==> src/mpc_map.svh <==
// register map and field constants for the management port control block
// assumes inclusion by the modules that decode these fields
`ifndef MPC_MAP_SVH
`define MPC_MAP_SVH

// ----------------------------------------------------------------------
// register offsets (byte addresses on the apb word bus)
// ----------------------------------------------------------------------
`define MPC_OFF_CTRL        8'h10
`define MPC_OFF_MODE        8'h14
`define MPC_OFF_STATUS      8'h18

// ----------------------------------------------------------------------
// control register fields
// ----------------------------------------------------------------------
`define MPC_STP_HI          7
`define MPC_STP_LO          5
`define MPC_BIT_UCST        4
`define MPC_BIT_MCST        3
`define MPC_BIT_BCST        2
`define MPC_BIT_TXOFF       1
`define MPC_BIT_RXOFF       0
`define MPC_RST_FLAG        1'h0
`define MPC_STP_RST_MGD     3'h1
`define MPC_STP_RST_UNMGD   3'h0
`define MPC_FLUSH_STOP      8'h02

// ----------------------------------------------------------------------
// mode register fields
// ----------------------------------------------------------------------
`define MPC_BIT_FWD_MODE    0
`define MPC_BIT_MGMT_SEL    1

`endif

==> src/mpc_pkg.sv <==
// types shared by the management port control block
// assumes mpc_map.svh is on the include path
package mpc_pkg;

  // decoded spanning tree state of the management port
  typedef enum logic [2:0] {
    MPC_STP_NONE,
    MPC_STP_DISABLED,
    MPC_STP_BLOCKING,
    MPC_STP_LISTENING,
    MPC_STP_LEARNING,
    MPC_STP_FORWARDING,
    MPC_STP_RESERVED
  } mpc_stp_e;

  // register contents handed from the register file to the gating logic
  typedef struct packed {
    logic [2:0] stp;
    logic       ucst;
    logic       mcst;
    logic       bcst;
    logic       tx_off;
    logic       rx_off;
    logic       fwd_mode;
    logic       mgmt_sel;
    logic [7:0] flush_mode;
  } mpc_cfg_s;

endpackage

==> src/mpc_cfg_if.sv <==
// carries register settings from the register file to the gating logic
// assumes one clock domain; no handshake, levels only
`timescale 1ns/1ps
interface mpc_cfg_if;
  mpc_pkg::mpc_cfg_s cfg;   // current settings

  modport src (output cfg);
  modport dst (input  cfg);
endinterface

==> src/mpc_top.sv <==
// management port control register and its frame gating
// Operation
// [RULE1] stp field bits 7:5 decodes none, disabled, blocking, listening, learning, forwarding
// [RULE2] host writes its computed spanning tree state into the field
// [RULE3] stp field ignored while forwarding mode select says unmanaged
// [RULE4] unicast accept set: flooded unicast delivered to frame management port
// [RULE5] unicast accept clear: only mirrored unicast frames go to that port
// [RULE6] multicast accept set: flooded multicast delivered to frame management port
// [RULE7] multicast accept clear: only mirrored multicast frames go to that port
// [RULE8] broadcast accept set: broadcast delivered, no lookup failure needed
// [RULE9] broadcast accept clear: only mirrored broadcast frames go to that port
// [RULE10] the three accept bits ignored unless port is frame management port
// [RULE11] transmit off disables mac transmit, with flush mode also at 0x02
// [RULE12] receive off disables mac receive
// [RULE13] stp field resets to 001 managed, 000 unmanaged, by strap pin
// [RULE14] forwarding mode select loads inverse of strap at reset, software may rewrite
// assumes synchronous reset RESET_N and apb master on MCLK; strap stable at reset
`timescale 1ns/1ps
`include "mpc_map.svh"
module mpc_top (
  input  wire logic        MCLK,           // 50 MHz core clock
  input  wire logic        RESET_N,        // sync reset, active low
  input  wire logic        PSEL,           // apb select
  input  wire logic        PENABLE,        // apb access phase
  input  wire logic        PWRITE,         // apb direction
  input  wire logic [7:0]  PADDR,          // apb byte address
  input  wire logic [31:0] PWDATA,         // apb write data
  output logic      [31:0] PRDATA,         // apb read data
  output logic             PREADY,         // apb ready
  output logic             PSLVERR,        // apb error, unmapped address
  input  wire logic        FORWARDING_STRAP_PIN, // strap, high selects unmanaged
  input  wire logic        FRM_VALID,      // candidate frame present
  input  wire logic        FRM_UCST,       // frame is unicast
  input  wire logic        FRM_MCST,       // frame is multicast
  input  wire logic        FRM_BCST,       // frame is broadcast
  input  wire logic        FRM_FLOOD,      // address lookup failed
  input  wire logic        FRM_MIRROR,     // mirror rules matched
  output logic             FRM_DELIVER,    // admit frame to the port
  output logic [2:0]       SPANNING_TREE_STATE_EFF,  // effective spanning tree state
  output logic             MAC_TX_EN,      // mac transmit allowed
  output logic             MAC_RX_EN       // mac receive allowed
);

  // ----------------------------------------------------------------------
  // state
  // ----------------------------------------------------------------------
  typedef struct packed {
    mpc_pkg::mpc_cfg_s cfg;
    logic              strap_pend;
    logic [31:0]       prdata;
    logic              pslverr;
  } mpc_top_s;

  mpc_top_s st;
  mpc_top_s next_st;

  logic              wr_ctrl;
  logic              wr_mode;
  logic              wr_stat;
  logic              rd_hit;
  logic              bad_addr;
  logic              deliver;
  mpc_pkg::mpc_stp_e stp_eff;
  logic              tx_en;
  logic              rx_en;

  mpc_cfg_if cfg_bus ();

  // ----------------------------------------------------------------------
  // bus decode
  // ----------------------------------------------------------------------
  mpc_apb u_apb (
    .clk      (MCLK),
    .rst_n    (RESET_N),
    .psel     (PSEL),
    .penable  (PENABLE),
    .pwrite   (PWRITE),
    .paddr    (PADDR),
    .wr_ctrl  (wr_ctrl),
    .wr_mode  (wr_mode),
    .wr_stat  (wr_stat),
    .rd_hit   (rd_hit),
    .bad_addr (bad_addr)
  );

  // control word image as software sees it
  function automatic logic [7:0] ctrl_image(input mpc_pkg::mpc_cfg_s c);
    ctrl_image = {c.stp, c.ucst, c.mcst, c.bcst, c.tx_off, c.rx_off};
  endfunction

  // ----------------------------------------------------------------------
  // register file
  // ----------------------------------------------------------------------
  always_comb begin
    next_st = st;
    // strap is caught on the first clocked cycle after reset release,
    // so the reset branch loads only constants
    if (st.strap_pend) begin
      next_st.strap_pend   = 1'b0;
      next_st.cfg.fwd_mode = !FORWARDING_STRAP_PIN;                  // see [RULE14]
      next_st.cfg.stp      = FORWARDING_STRAP_PIN ? `MPC_STP_RST_UNMGD
                                                  : `MPC_STP_RST_MGD; // see [RULE13]
    end
    // software writes take effect in the access cycle; they win over the strap
    if (wr_ctrl) begin
      next_st.cfg.stp    = PWDATA[`MPC_STP_HI:`MPC_STP_LO];          // see [RULE2]
      next_st.cfg.ucst   = PWDATA[`MPC_BIT_UCST];
      next_st.cfg.mcst   = PWDATA[`MPC_BIT_MCST];
      next_st.cfg.bcst   = PWDATA[`MPC_BIT_BCST];
      next_st.cfg.tx_off = PWDATA[`MPC_BIT_TXOFF];                   // see [RULE11]
      next_st.cfg.rx_off = PWDATA[`MPC_BIT_RXOFF];                   // see [RULE12]
    end
    if (wr_mode) begin
      next_st.cfg.fwd_mode = PWDATA[`MPC_BIT_FWD_MODE];              // see [RULE14]
      next_st.cfg.mgmt_sel = PWDATA[`MPC_BIT_MGMT_SEL];
    end
    if (wr_stat) begin
      next_st.cfg.flush_mode = PWDATA[7:0];
    end
    // read data registered in setup so it stands for the access cycle only;
    // any other edge clears it, so idle cycles never show a stale word
    next_st.prdata  = 32'h0000_0000;
    next_st.pslverr = 1'b0;
    if (PSEL && !PENABLE) begin
      next_st.pslverr = bad_addr;
      if (rd_hit) begin
        case (PADDR)
          `MPC_OFF_CTRL: next_st.prdata = {24'h00_0000, ctrl_image(st.cfg)};
          `MPC_OFF_MODE: next_st.prdata = {30'h0000_0000, st.cfg.mgmt_sel,
                                           st.cfg.fwd_mode};
          `MPC_OFF_STATUS: next_st.prdata = {24'h00_0000, st.cfg.flush_mode};
          default: next_st.prdata = 32'h0000_0000;
        endcase
      end
    end
  end

  // state register; only constants under reset
  always_ff @(posedge MCLK) begin
    if (!RESET_N) begin
      st.cfg.stp        <= `MPC_STP_RST_MGD;
      st.cfg.ucst       <= `MPC_RST_FLAG;                            // see [RULE4]
      st.cfg.mcst       <= `MPC_RST_FLAG;                            // see [RULE6]
      st.cfg.bcst       <= `MPC_RST_FLAG;                            // see [RULE8]
      st.cfg.tx_off     <= `MPC_RST_FLAG;
      st.cfg.rx_off     <= `MPC_RST_FLAG;
      st.cfg.fwd_mode   <= 1'b1;
      st.cfg.mgmt_sel   <= 1'b0;
      st.cfg.flush_mode <= 8'h00;
      st.strap_pend     <= 1'b1;
      st.prdata         <= 32'h0000_0000;
      st.pslverr        <= 1'b0;
    end else begin
      st <= next_st;
    end
  end

  assign cfg_bus.cfg = st.cfg;

  // ----------------------------------------------------------------------
  // frame gating and mac enables
  // ----------------------------------------------------------------------
  mpc_gate u_gate (
    .clk        (MCLK),
    .rst_n      (RESET_N),
    .cfgp       (cfg_bus),
    .frm_valid  (FRM_VALID),
    .frm_ucst   (FRM_UCST),
    .frm_mcst   (FRM_MCST),
    .frm_bcst   (FRM_BCST),
    .frm_flood  (FRM_FLOOD),
    .frm_mirror (FRM_MIRROR),
    .deliver    (deliver),
    .stp_eff    (stp_eff),
    .tx_en      (tx_en),
    .rx_en      (rx_en)
  );

  // outputs straight from flip-flops except PREADY, tied high
  assign PRDATA        = st.prdata;
  assign PSLVERR       = st.pslverr;
  assign PREADY        = 1'b1;   // zero wait states; constant, no state to hold
  assign FRM_DELIVER   = deliver;
  assign SPANNING_TREE_STATE_EFF = stp_eff;
  assign MAC_TX_EN     = tx_en;
  assign MAC_RX_EN     = rx_en;

endmodule

==> src/mpc_gate.sv <==
// gating of flooded frames, spanning tree decode and mac enables
// assumes frame qualifiers are one-cycle-aligned levels from the switch core
`timescale 1ns/1ps
`include "mpc_map.svh"
module mpc_gate (
  input  wire logic        clk,          // core clock
  input  wire logic        rst_n,        // sync reset, active low
  mpc_cfg_if.dst           cfgp,         // register settings
  input  wire logic        frm_valid,    // candidate frame for the port
  input  wire logic        frm_ucst,     // frame is unicast
  input  wire logic        frm_mcst,     // frame is multicast
  input  wire logic        frm_bcst,     // frame is broadcast
  input  wire logic        frm_flood,    // address lookup failed
  input  wire logic        frm_mirror,   // mirror rules matched
  output logic             deliver,      // admit the frame
  output mpc_pkg::mpc_stp_e stp_eff,     // effective spanning tree state
  output logic             tx_en,        // mac transmit allowed
  output logic             rx_en         // mac receive allowed
);

  typedef struct packed {
    logic              deliver;
    mpc_pkg::mpc_stp_e stp_eff;
    logic              tx_en;
    logic              rx_en;
  } mpc_gate_s;

  mpc_gate_s st;
  mpc_gate_s next_st;

  // code to state; reserved codes kept distinct so the core can block them
  function automatic mpc_pkg::mpc_stp_e stp_decode(input logic [2:0] code);
    case (code)
      3'h0: stp_decode = mpc_pkg::MPC_STP_NONE;
      3'h1: stp_decode = mpc_pkg::MPC_STP_DISABLED;
      3'h2: stp_decode = mpc_pkg::MPC_STP_BLOCKING;
      3'h3: stp_decode = mpc_pkg::MPC_STP_LISTENING;
      3'h4: stp_decode = mpc_pkg::MPC_STP_LEARNING;
      3'h5: stp_decode = mpc_pkg::MPC_STP_FORWARDING;
      default: stp_decode = mpc_pkg::MPC_STP_RESERVED;
    endcase
  endfunction

  // next-state logic
  always_comb begin
    logic flood_ok;
    flood_ok = 1'b0;
    next_st  = st;
    // unmanaged mode: field ignored, port behaves as without spanning tree
    if (!cfgp.cfg.fwd_mode) begin
      next_st.stp_eff = mpc_pkg::MPC_STP_NONE;                       // see [RULE3]
    end else begin
      next_st.stp_eff = stp_decode(cfgp.cfg.stp);                    // see [RULE1]
    end
    // flooded-frame admission only applies to the selected management port
    if (cfgp.cfg.mgmt_sel) begin                                     // see [RULE10]
      flood_ok = (frm_ucst & frm_flood & cfgp.cfg.ucst)              // see [RULE4]
               | (frm_mcst & frm_flood & cfgp.cfg.mcst)              // see [RULE6]
               | (frm_bcst & cfgp.cfg.bcst);                         // see [RULE8]
    end
    // with enables clear, only mirrored frames get through
    next_st.deliver = frm_valid & (flood_ok | frm_mirror);           // see [RULE5] [RULE7] [RULE9]
    // transmit stops only once the flush mode is also set to the stop code
    next_st.tx_en = !(cfgp.cfg.tx_off
                      && cfgp.cfg.flush_mode == `MPC_FLUSH_STOP);    // see [RULE11]
    next_st.rx_en = !cfgp.cfg.rx_off;                                // see [RULE12]
  end

  // state register
  always_ff @(posedge clk) begin
    if (!rst_n) begin
      st.deliver <= 1'b0;
      st.stp_eff <= mpc_pkg::MPC_STP_NONE;
      st.tx_en   <= 1'b1;
      st.rx_en   <= 1'b1;
    end else begin
      st <= next_st;
    end
  end

  assign deliver = st.deliver;
  assign stp_eff = st.stp_eff;
  assign tx_en   = st.tx_en;
  assign rx_en   = st.rx_en;

endmodule

==> src/mpc_apb.sv <==
// apb slave front end: one-cycle access, decode of the mapped words
// assumes an apb3 master; pready is always high in the access phase
`timescale 1ns/1ps
`include "mpc_map.svh"
module mpc_apb (
  input  wire logic        clk,       // core clock
  input  wire logic        rst_n,     // sync reset, active low
  input  wire logic        psel,      // apb select
  input  wire logic        penable,   // apb access phase
  input  wire logic        pwrite,    // apb direction
  input  wire logic [7:0]  paddr,     // apb byte address
  output logic             wr_ctrl,   // write strobe, control word
  output logic             wr_mode,   // write strobe, mode word
  output logic             wr_stat,   // write strobe, flush word
  output logic             rd_hit,    // read of a mapped word
  output logic             bad_addr   // access to an unmapped word
);

  logic acc;

  // access phase completes in its first cycle, so strobes are one pulse
  always_comb begin
    acc      = psel & penable;
    wr_ctrl  = acc & pwrite & (paddr == `MPC_OFF_CTRL);
    wr_mode  = acc & pwrite & (paddr == `MPC_OFF_MODE);
    wr_stat  = acc & pwrite & (paddr == `MPC_OFF_STATUS);
    rd_hit   = psel & !pwrite & ((paddr == `MPC_OFF_CTRL) | (paddr == `MPC_OFF_MODE)
                                 | (paddr == `MPC_OFF_STATUS));
    bad_addr = psel & !((paddr == `MPC_OFF_CTRL) | (paddr == `MPC_OFF_MODE)
                        | (paddr == `MPC_OFF_STATUS));
  end

endmodule

==> config.mk <==
export PLATFORM = sky130hd
export DESIGN_NAME = mpc_top
export DESIGN_NICKNAME = d
export VERILOG_FILES = /design/src/mpc_pkg.sv /design/src/mpc_cfg_if.sv /design/src/mpc_top.sv /design/src/mpc_gate.sv /design/src/mpc_apb.sv
export VERILOG_INCLUDE_DIRS = /design/src
export SDC_FILE = /design/constraint.sdc
export NUM_CORES = 1
export LEC_CHECK = 0
export BUFFER_PORTS_ARGS = -buffer_cell sky130_fd_sc_hd__clkbuf_2
export CAP_MARGIN = 10
export CELL_PAD_IN_SITES_DETAIL_PLACEMENT = 1
export CELL_PAD_IN_SITES_GLOBAL_PLACEMENT = 2
export CORE_MARGIN = 2
export CORE_UTILIZATION = 26
export DETAILED_ROUTE_END_ITERATION = 16
export PLACE_DENSITY = 0.85
export SKIP_CTS_REPAIR_TIMING = 1
export SLEW_MARGIN = 30
export SYNTH_ARGS = -nofsm -noshare
export SYNTH_HDL_FRONTEND = slang
export SYNTH_HIERARCHICAL = 1
export SYNTH_SLANG_ARGS = --single-unit
==> constraint.sdc <==
create_clock -name MCLK -period 4.78 [get_ports MCLK]
set_input_delay 1.195 -clock MCLK [delete_from_list [all_inputs] [get_ports MCLK]]
set_output_delay 1.195 -clock MCLK [all_outputs]
set_load 0.02 [all_outputs]
# After elaboration in Yosys (flattened, before gate mapping)
# Index checks and enable logic that the tools add are counted.
# classes
mux	11
eq_ne	9
n_bitwise	19
reduce_logical	14
# op_table
operator	n
$mux W34	1
$eq A8 B5 Y1 const B	3
$pmux W8 S3	1
$pmux W3 S6	1
$mux W8	2
$and A1 B1 Y1	14
$mux W9	1
$eq A8 B2 Y1 const B	1
$eq A3 B2 Y1 const B	2
$eq A3 B3 Y1 const B	2
$logic_not A1 Y1	6
$or A1 B1 Y1	5
$reduce_and A2 Y1	2
$reduce_bool A2 Y1	2
$eq A3 B1 Y1 const B	1
$logic_not A3 Y1	1
$mux W1	3
$mux W3	1
$reduce_and A3 Y1	1
$logic_and A1 B1 Y1	2
$mux W2	1
# totals
out_inout_bits	40
reg_bits	58

# Longest topological paths before layout
# Gate-level depths: netlist of run 1.
# logic_depth
depth_word	7
ltp_mapped	6
depth_no_buf	5

# Modules after synthesis
# Netlist of run 1, hierarchy kept.
# modules_own_cells
module	area_each_um2	instances	cells_each
mpc_top	1302.5	1	135
mpc_gate	209.0	1	19
mpc_apb	105.1	1	13

# Worst setup path after synthesis of run 1
# Ideal clock, no wire load.
# synth_timing
kind	input to register
start	input PADDR[1]
end	register cfg_bus.cfg[10] (netlist name)
stages	5
setup_ns	0.117
path_buffers	1
arrival_time_ns	2.564
setup_slack_ns	2.099
path_cell_list	or4b_4 nor4_1 buf_2 mux2i_1 nor2_1
# synth_between
elab_chain_cells	2
# synth_rtl
element	line	source
from (decl)	mpc_top.sv:26	input wire logic [7:0] PADDR,
$eq A8 B5 Y1 (no line)	--	
$and A1 B1 Y1	mpc_apb.sv:24	wr_ctrl = acc & pwrite & (paddr == `MPC_OFF_CTRL);
named net wr_ctrl	mpc_top.sv:57	logic wr_ctrl;
# The timed path passes the listed nets, and every way through them passes these cells.
# A chain may end at the register's enable or synchronous reset.

# Worst setup path after layout of run 1
# layout_timing
start	input PADDR[1]
end	register st, in the netlist PRDATA[2]
# layout_between
elab_chain_cells	5
elab_cells_between_ends	8
classes_between	eq/ne: 3; mux: 1; bitwise: 3; reduce/logical: 1
# layout_rtl
element	line	source
$eq A8 B5 Y1 (no line)	--	
$or A1 B1 Y1	mpc_apb.sv:27	rd_hit = psel & !pwrite & ((paddr == `MPC_OFF_CTRL) | (paddr == `MPC_OFF_MODE)
$or A1 B1 Y1 *	mpc_apb.sv:27	
$and A1 B1 Y1 *	mpc_apb.sv:27	
named net rd_hit	mpc_top.sv:60	logic rd_hit;
$reduce_and A3 Y1 (no line) *	--	
to (signal assigned)	mpc_top.sv:154	st <= next_st;
to (decl)	mpc_top.sv:54	mpc_top_s st;
# Mark *: on every way through the listed nets, which the timed path passes. The rest lies on a longest branch.

==> flow_summary.ini, run 1 <==
[outcome]
status = complete, no violations

[place]
routabilityCongestion = 0.722
dpl_cell_area_um2 = 1760
portBuffers = 42
hpwl_um = 2720

[setup_path]
slowest_stage = or4b_4
rrSetupSlack_ps = 3900
max_stage_delay_ps = 580
r2r-start = cfg_bus.cfg[5]
end_kind = flip-flop
crit_path_cell_trace = clkbuf_2 > or4b_4 > nor4_2 > and4bb_2 > nand4b_2 > nor2_1
crit_arrival_ps = 2830
ff2ff_path_depth = 2
worstSetupStartpointType = primary input
path_class = primary input to flip-flop
crit_path_max_fanout = 6
crit_required_ps = 4980
r2r-end = u_gate/tx_en

[pwr]
leakage_nw = 0.786
powerDensity_nw_per_um2 = 291
ir_worst_vdd_mv = 0.117

[cts]
cts.root.buffer_cell = clkbuf_8
clk_latency_ps = 280
path_clk_slew_ps = 60
cts-buffers-inserted = 5
cts_htree_levels = 2
cts_sinks = 34
clockBufferDepth = 2
cts_tree = built

[yosys]
async_flop_share = 0
synth_edf_count = 0
yosysWarnings = 6
ys_ff_latch = 34
avgSynthCellArea_um2 = 9.68
ys.flop_type = dfxtp_1
netlist_instances = 167
syn_area_um2 = 1620
ys_types = 37
seq_area_frac_synth = 0.421

[die]
pin_count = 92
die_h_um = 82.9
core_um2 = 5960
rows = 28
die_area_um2 = 6860
initial_core_util = 0.271
die_w_um = 82.9

[global_routing]
grt_pass1_vias = 1191
grt_overflow_total = 0
grt_usage = 0.104
grt_pass1_wl_um = 5760
grt_max_degree = 18
antenna_found_initial = 0

[drt]
drc_errors = 0
ant_nets = 0
wirelength_um = 3470
routed_via_density = 4.23
vias = 1180
drt-pass1-iter-count = 4
drt_iter0_markers = 49
wl_per_cell_um = 12.4

[worst_hold_path]
whs_path_depth = 1
holdCritPathClass = flip-flop to flip-flop
hold_start = cfg_bus.cfg[10]
min_to = u_gate/rx_en

[final_layout]
nNetsFinal = 256
final_cell_mix = clkbuf_2 (42), dfxtp_1 (34), conb_1 (25)
finalInstanceArea_um2 = 1840
drive_gt1_frac = 0.289
area_delta_synth_final_pct = 13.6
final_core_util = 0.308
diodes = 0
final_common_cell = clkbuf_2

[timing]
clock_skew_ps = 3.62
clock.fmax_mhz = 380
finalCritPeriodShare = 0.550
setup_tns_ps = 0
final_hold_viol_count = 0
period_needed_ps = 2630
slew_viol_final = 0
worst_pin_slew_ps = 542
slew_headroom = 0.635
rsz0062_at_grt = false
setup_viol = 0

[flow_run]
cap_violations = 0
## worst max path at each step
stage / start / endpoint / slack [ps]
after floorplan: PADDR[1] / cfg_bus.cfg[10] / 2100
after global placement: PADDR[1] / PRDATA[2] / 1850
after detailed placement: PADDR[1] / PRDATA[2] / 1800
after CTS: PADDR[1] / PRDATA[2] / 2090
after global routing: PADDR[1] / PRDATA[2] / 2030
final: PADDR[1] / PRDATA[2] / 2150
## report_power, final
| part | internal (mW) | switching (mW) | leakage [nW] | total, mW |
|---|---|---|---|---|
| logic | 0.0158 | 0.0368 | 0.472 | 0.0526 |
| clock network | 0.100 | 0.0934 | 0.0383 | 0.194 |
| registers | 0.286 | 0.00176 | 0.275 | 0.288 |
| total | 0.402 | 0.132 | 0.786 | 0.534 |
## state kept, by name, summed over array words and instances, names as in the netlist
| name | flops |
|---|---|
| st | 1 |
| u_gate/deliver | 1 |
| PSLVERR | 1 |
| PRDATA | 8 |
| u_gate/tx_en | 1 |
| u_gate/rx_en | 1 |
| u_gate/stp_eff | 3 |
| cfg_bus.cfg | 18 |
## synth_stat cells (all sizes together) (2+ instances only)
master	number	area, um2
a21oi	5	28.8
and2	2	12.5
and3	2	12.5
buf	37	274
conb	2	7.51
dfxtp	34	681
mux2i	22	220
nand2	6	22.5
nand3	3	15.0
nand4b	3	32.5
nor2	23	86.3
nor3b	2	15.0
nor4	5	43.8
o211ai	2	15.0
o21ai	2	10.0
or2	2	12.5
## critical path, delay by kind of cell
kind	cells	cell delay, ps
AND/OR/NAND/NOR	5	1540
buffers and inverters	1	90
## per-layer routing
layer  share of wire  up-vias  GRT usage
li1                -      586          -
met1            0.45      554      0.130
met2            0.48       38      0.168
met3           0.061        2     0.0358
met4          0.0043        0     0.0313
met5               0        -          0
## logic make-up (layout without fill, tap and decap cells)
| group | count (synthesis) | in the layout | synth area share |
|---|---|---|---|
| flops | 34 | 34 | 0.421 |
| buf+inv | 39 | 53 | 0.174 |
| mux | 22 | 22 | 0.136 |
| other cells | 2 | 25 | 0.00465 |
| compound gates | 13 | 13 | 0.0534 |
| simple gates | 57 | 57 | 0.211 |
## per-stage QoR
stage	setup WS [ps]	std cells	power [mW]	hold slack, ps
2_1_floorplan	2100	190	0.343	370
3_3_place_gp	1850	272	0.346	380
3_5_place_dp	1800	272	0.347	388
4_1_cts	2090	279	0.541	403
5_1_grt	2030	279	0.558	434
6_report	2150	279	0.534	403
## final cells by class
cell class	count	area, um2
clock buffers	7	76.3
repair buffers	44	225
multi-input cells	117	753
well taps	75	93.8
fillers	732	4120
inverters	2	7.51
flip-flops and latches	34	681
(Power assumes the default switching activity.)
==> run 2: changes to the inputs <==
ABC_AREA = 1   (was default)
CORE_UTILIZATION = 23   (was 26)
PLACE_DENSITY = 0.8   (was 0.85)
clock period = 2.7 ns   (was 4.78 ns; I/O delays follow)
==> run 2 against run 1 <==
Sequential share of layout area is 3.5 points lower. First-iteration DRC count shrank 29%. Non-clock buffer count stayed put. Clock power increased by 82%. Utilization is 4.3 points lower. Critical endpoint is now cfg_bus.cfg[15]. Highest routed layer unchanged.
==> flow_summary.ini, run 2 <==
[pwr]
swShare = 0.271
power_uw = 968
combPwrFrac = 0.110
powerDensity_nw_per_um2 = 477
switching_power_uw = 262
leakage_nw = 0.962
clockPowerShare = 0.364
ir_worst_vdd_mv = 0.138
power_frac_seq = 0.526
internal_power_uw = 706

[final_layout]
final_common_cell = clkbuf_2
nNetsFinal = 333
area_delta_synth_final_pct = 13.2
final_core_util = 0.266
largest_register_ffs = 18
final_cell_mix = clkbuf_2 (42), nor2_1 (38), dfxtp_1 (34)
finalInstanceArea_um2 = 2030
drive_gt1_frac = 0.256
largest_register = cfg_bus.cfg
diodes = 0

[setup_path]
startpoint = PADDR[5]
cpMostUsedCell = nor2_1
max_stage_delay_ps = 410
crit_family = simple AND/OR/NAND/NOR gates
end_kind = flip-flop
crit_end = cfg_bus.cfg[15]
r2r-end = u_gate/tx_en
crit_path_cell_trace = clkbuf_2 > inv_2 > nand2_2 > nor2_4 > nand4_1 > nor2_1 > nor2_1 > nand2_1 > o211ai_1
crit_arrival_ps = 1880
cp.depth = 9
ff2ff_path_depth = 2
cp_num_buf_inv = 2
worstSetupStartpointType = primary input
r2r-start = cfg_bus.cfg[2]
rrSetupSlack_ps = 1650
crit_path_max_fanout = 8
crit_required_ps = 2850
slowest_stage = nor2_1
path_class = primary input to flip-flop

[global_routing]
grt_max_degree = 22
grt_usage = 0.100
grt_pass1_wl_um = 6760
grt_pass1_vias = 1453
antenna_found_initial = 0
grt_overflow_total = 0

[yosys]
synth_largest_area_cell = dfxtp_1
avgSynthCellArea_um2 = 7.32
seq_area_frac_synth = 0.379
synthTopCellsByCount = nor2_1 (38), buf_4 (34), dfxtp_1 (34)
synth_edf_count = 0
netlist_instances = 245
syn_area_um2 = 1790
synthMostInstantiatedCell = nor2_1
async_flop_share = 0
ys_types = 23
ys.flop_type = dfxtp_1
yosysTopAreaCellShare = 0.379
ys_ff_latch = 34
yosysWarnings = 6
synth.area.top_cells = dfxtp_1 (38%), buf_4 (14%), nor2_1 (7.9%)

[place]
hpwl_um = 3350
portBuffers = 42
routabilityCongestion = 0.716
dpl_cell_area_um2 = 1950

[timing]
period_needed_ps = 1730
clock.fmax_mhz = 579
clock_skew_ps = 14.9
final_hold_viol_count = 0
setup_viol = 0
slew_viol_final = 0
finalCritPeriodShare = 0.640
setup_tns_ps = 0
slew_headroom = 0.660
worst_pin_slew_ps = 508
rsz0062_at_grt = false

[cts]
path_clk_slew_ps = 70
cts-buffers-inserted = 5
cts_sinks = 34
clk_latency_ps = 290
cts_htree_levels = 2
cts_tree = built
cts.root.buffer_cell = clkbuf_8
clockBufferDepth = 2

[drt]
wl_per_cell_um = 10.8
routed_via_density = 3.86
wirelength_um = 4120
drt-pass1-iter-count = 4
drc_errors = 0
ant_nets = 0
drt_iter0_markers = 35
vias = 1480

[die]
core_um2 = 7650
die_w_um = 92.3
die_h_um = 92.3
rows = 32
die_area_um2 = 8520
initial_core_util = 0.235
pin_count = 92

[flow_run]
cap_violations = 0

[outcome]
status = complete, no violations

[worst_hold_path]
holdCritPathClass = flip-flop to flip-flop
run 2: routing by layer:
| layer | wire length (um) | up-vias | GRT usage |
|---|---|---|---|
| li1 | - | 780 | - |
| met1 | 1870 | 658 | 0.123 |
| met2 | 2000 | 35 | 0.169 |
| met3 | 172 | 7 | 0.0203 |
| met4 | 78 | 0 | 0.0448 |
| met5 | 0 | - | 0 |
run 2: area by class of cell:
class | instances | area (um2)
tap | 102 | 128
clock inverter | 2 | 10.0
clock buffer | 5 | 68.8
fill | 965 | 5620
sequential | 34 | 681
multi-input combinational | 163 | 793
timing repair buffer | 44 | 225
inverter | 33 | 125
run 2: worst min-delay path by stage:
stage / start / end / depth (start not counted)
floorplan: cfg_bus.cfg[10] / u_gate/rx_en / 1
global placement: cfg_bus.cfg[10] / u_gate/rx_en / 1
detailed placement: cfg_bus.cfg[10] / u_gate/rx_en / 1
CTS: cfg_bus.cfg[10] / u_gate/rx_en / 1
global route: cfg_bus.cfg[10] / u_gate/rx_en / 1
finish: cfg_bus.cfg[10] / u_gate/rx_en / 1
run 2: worst register-to-register path: cells and delay by family, from the launching register on:
kind             cells  cell delay (ps)
and+or+nand+nor      2              560
DFF                  1              340
run 2: cells by family after synthesis:
kind of cell | Yosys count | synth area share
flip-flops | 34 | 0.379
AO/OA/AOI/OAI | 29 | 0.0997
buffers and inverters | 71 | 0.227
AND/OR/NAND/NOR | 109 | 0.290
other | 2 | 0.00419
run 2: metrics by stage:
step,instances,worst slack [ps],hold WS (ps)
floorplan,268,1090,368
global placement,376,676,417
detailed placement,376,656,415
CTS,383,951,438
global route,383,754,467
finish,383,973,438
run 2: power by group through the flow:
stage / sequential (mW) / combinational [mW] / clock (mW)
floorplan: 0.523 / 0.0943 / 0
global placement: 0.521 / 0.105 / 0
detailed placement: 0.521 / 0.107 / 0
CTS: 0.509 / 0.107 / 0.361
global route: 0.510 / 0.117 / 0.380
finish: 0.509 / 0.106 / 0.353
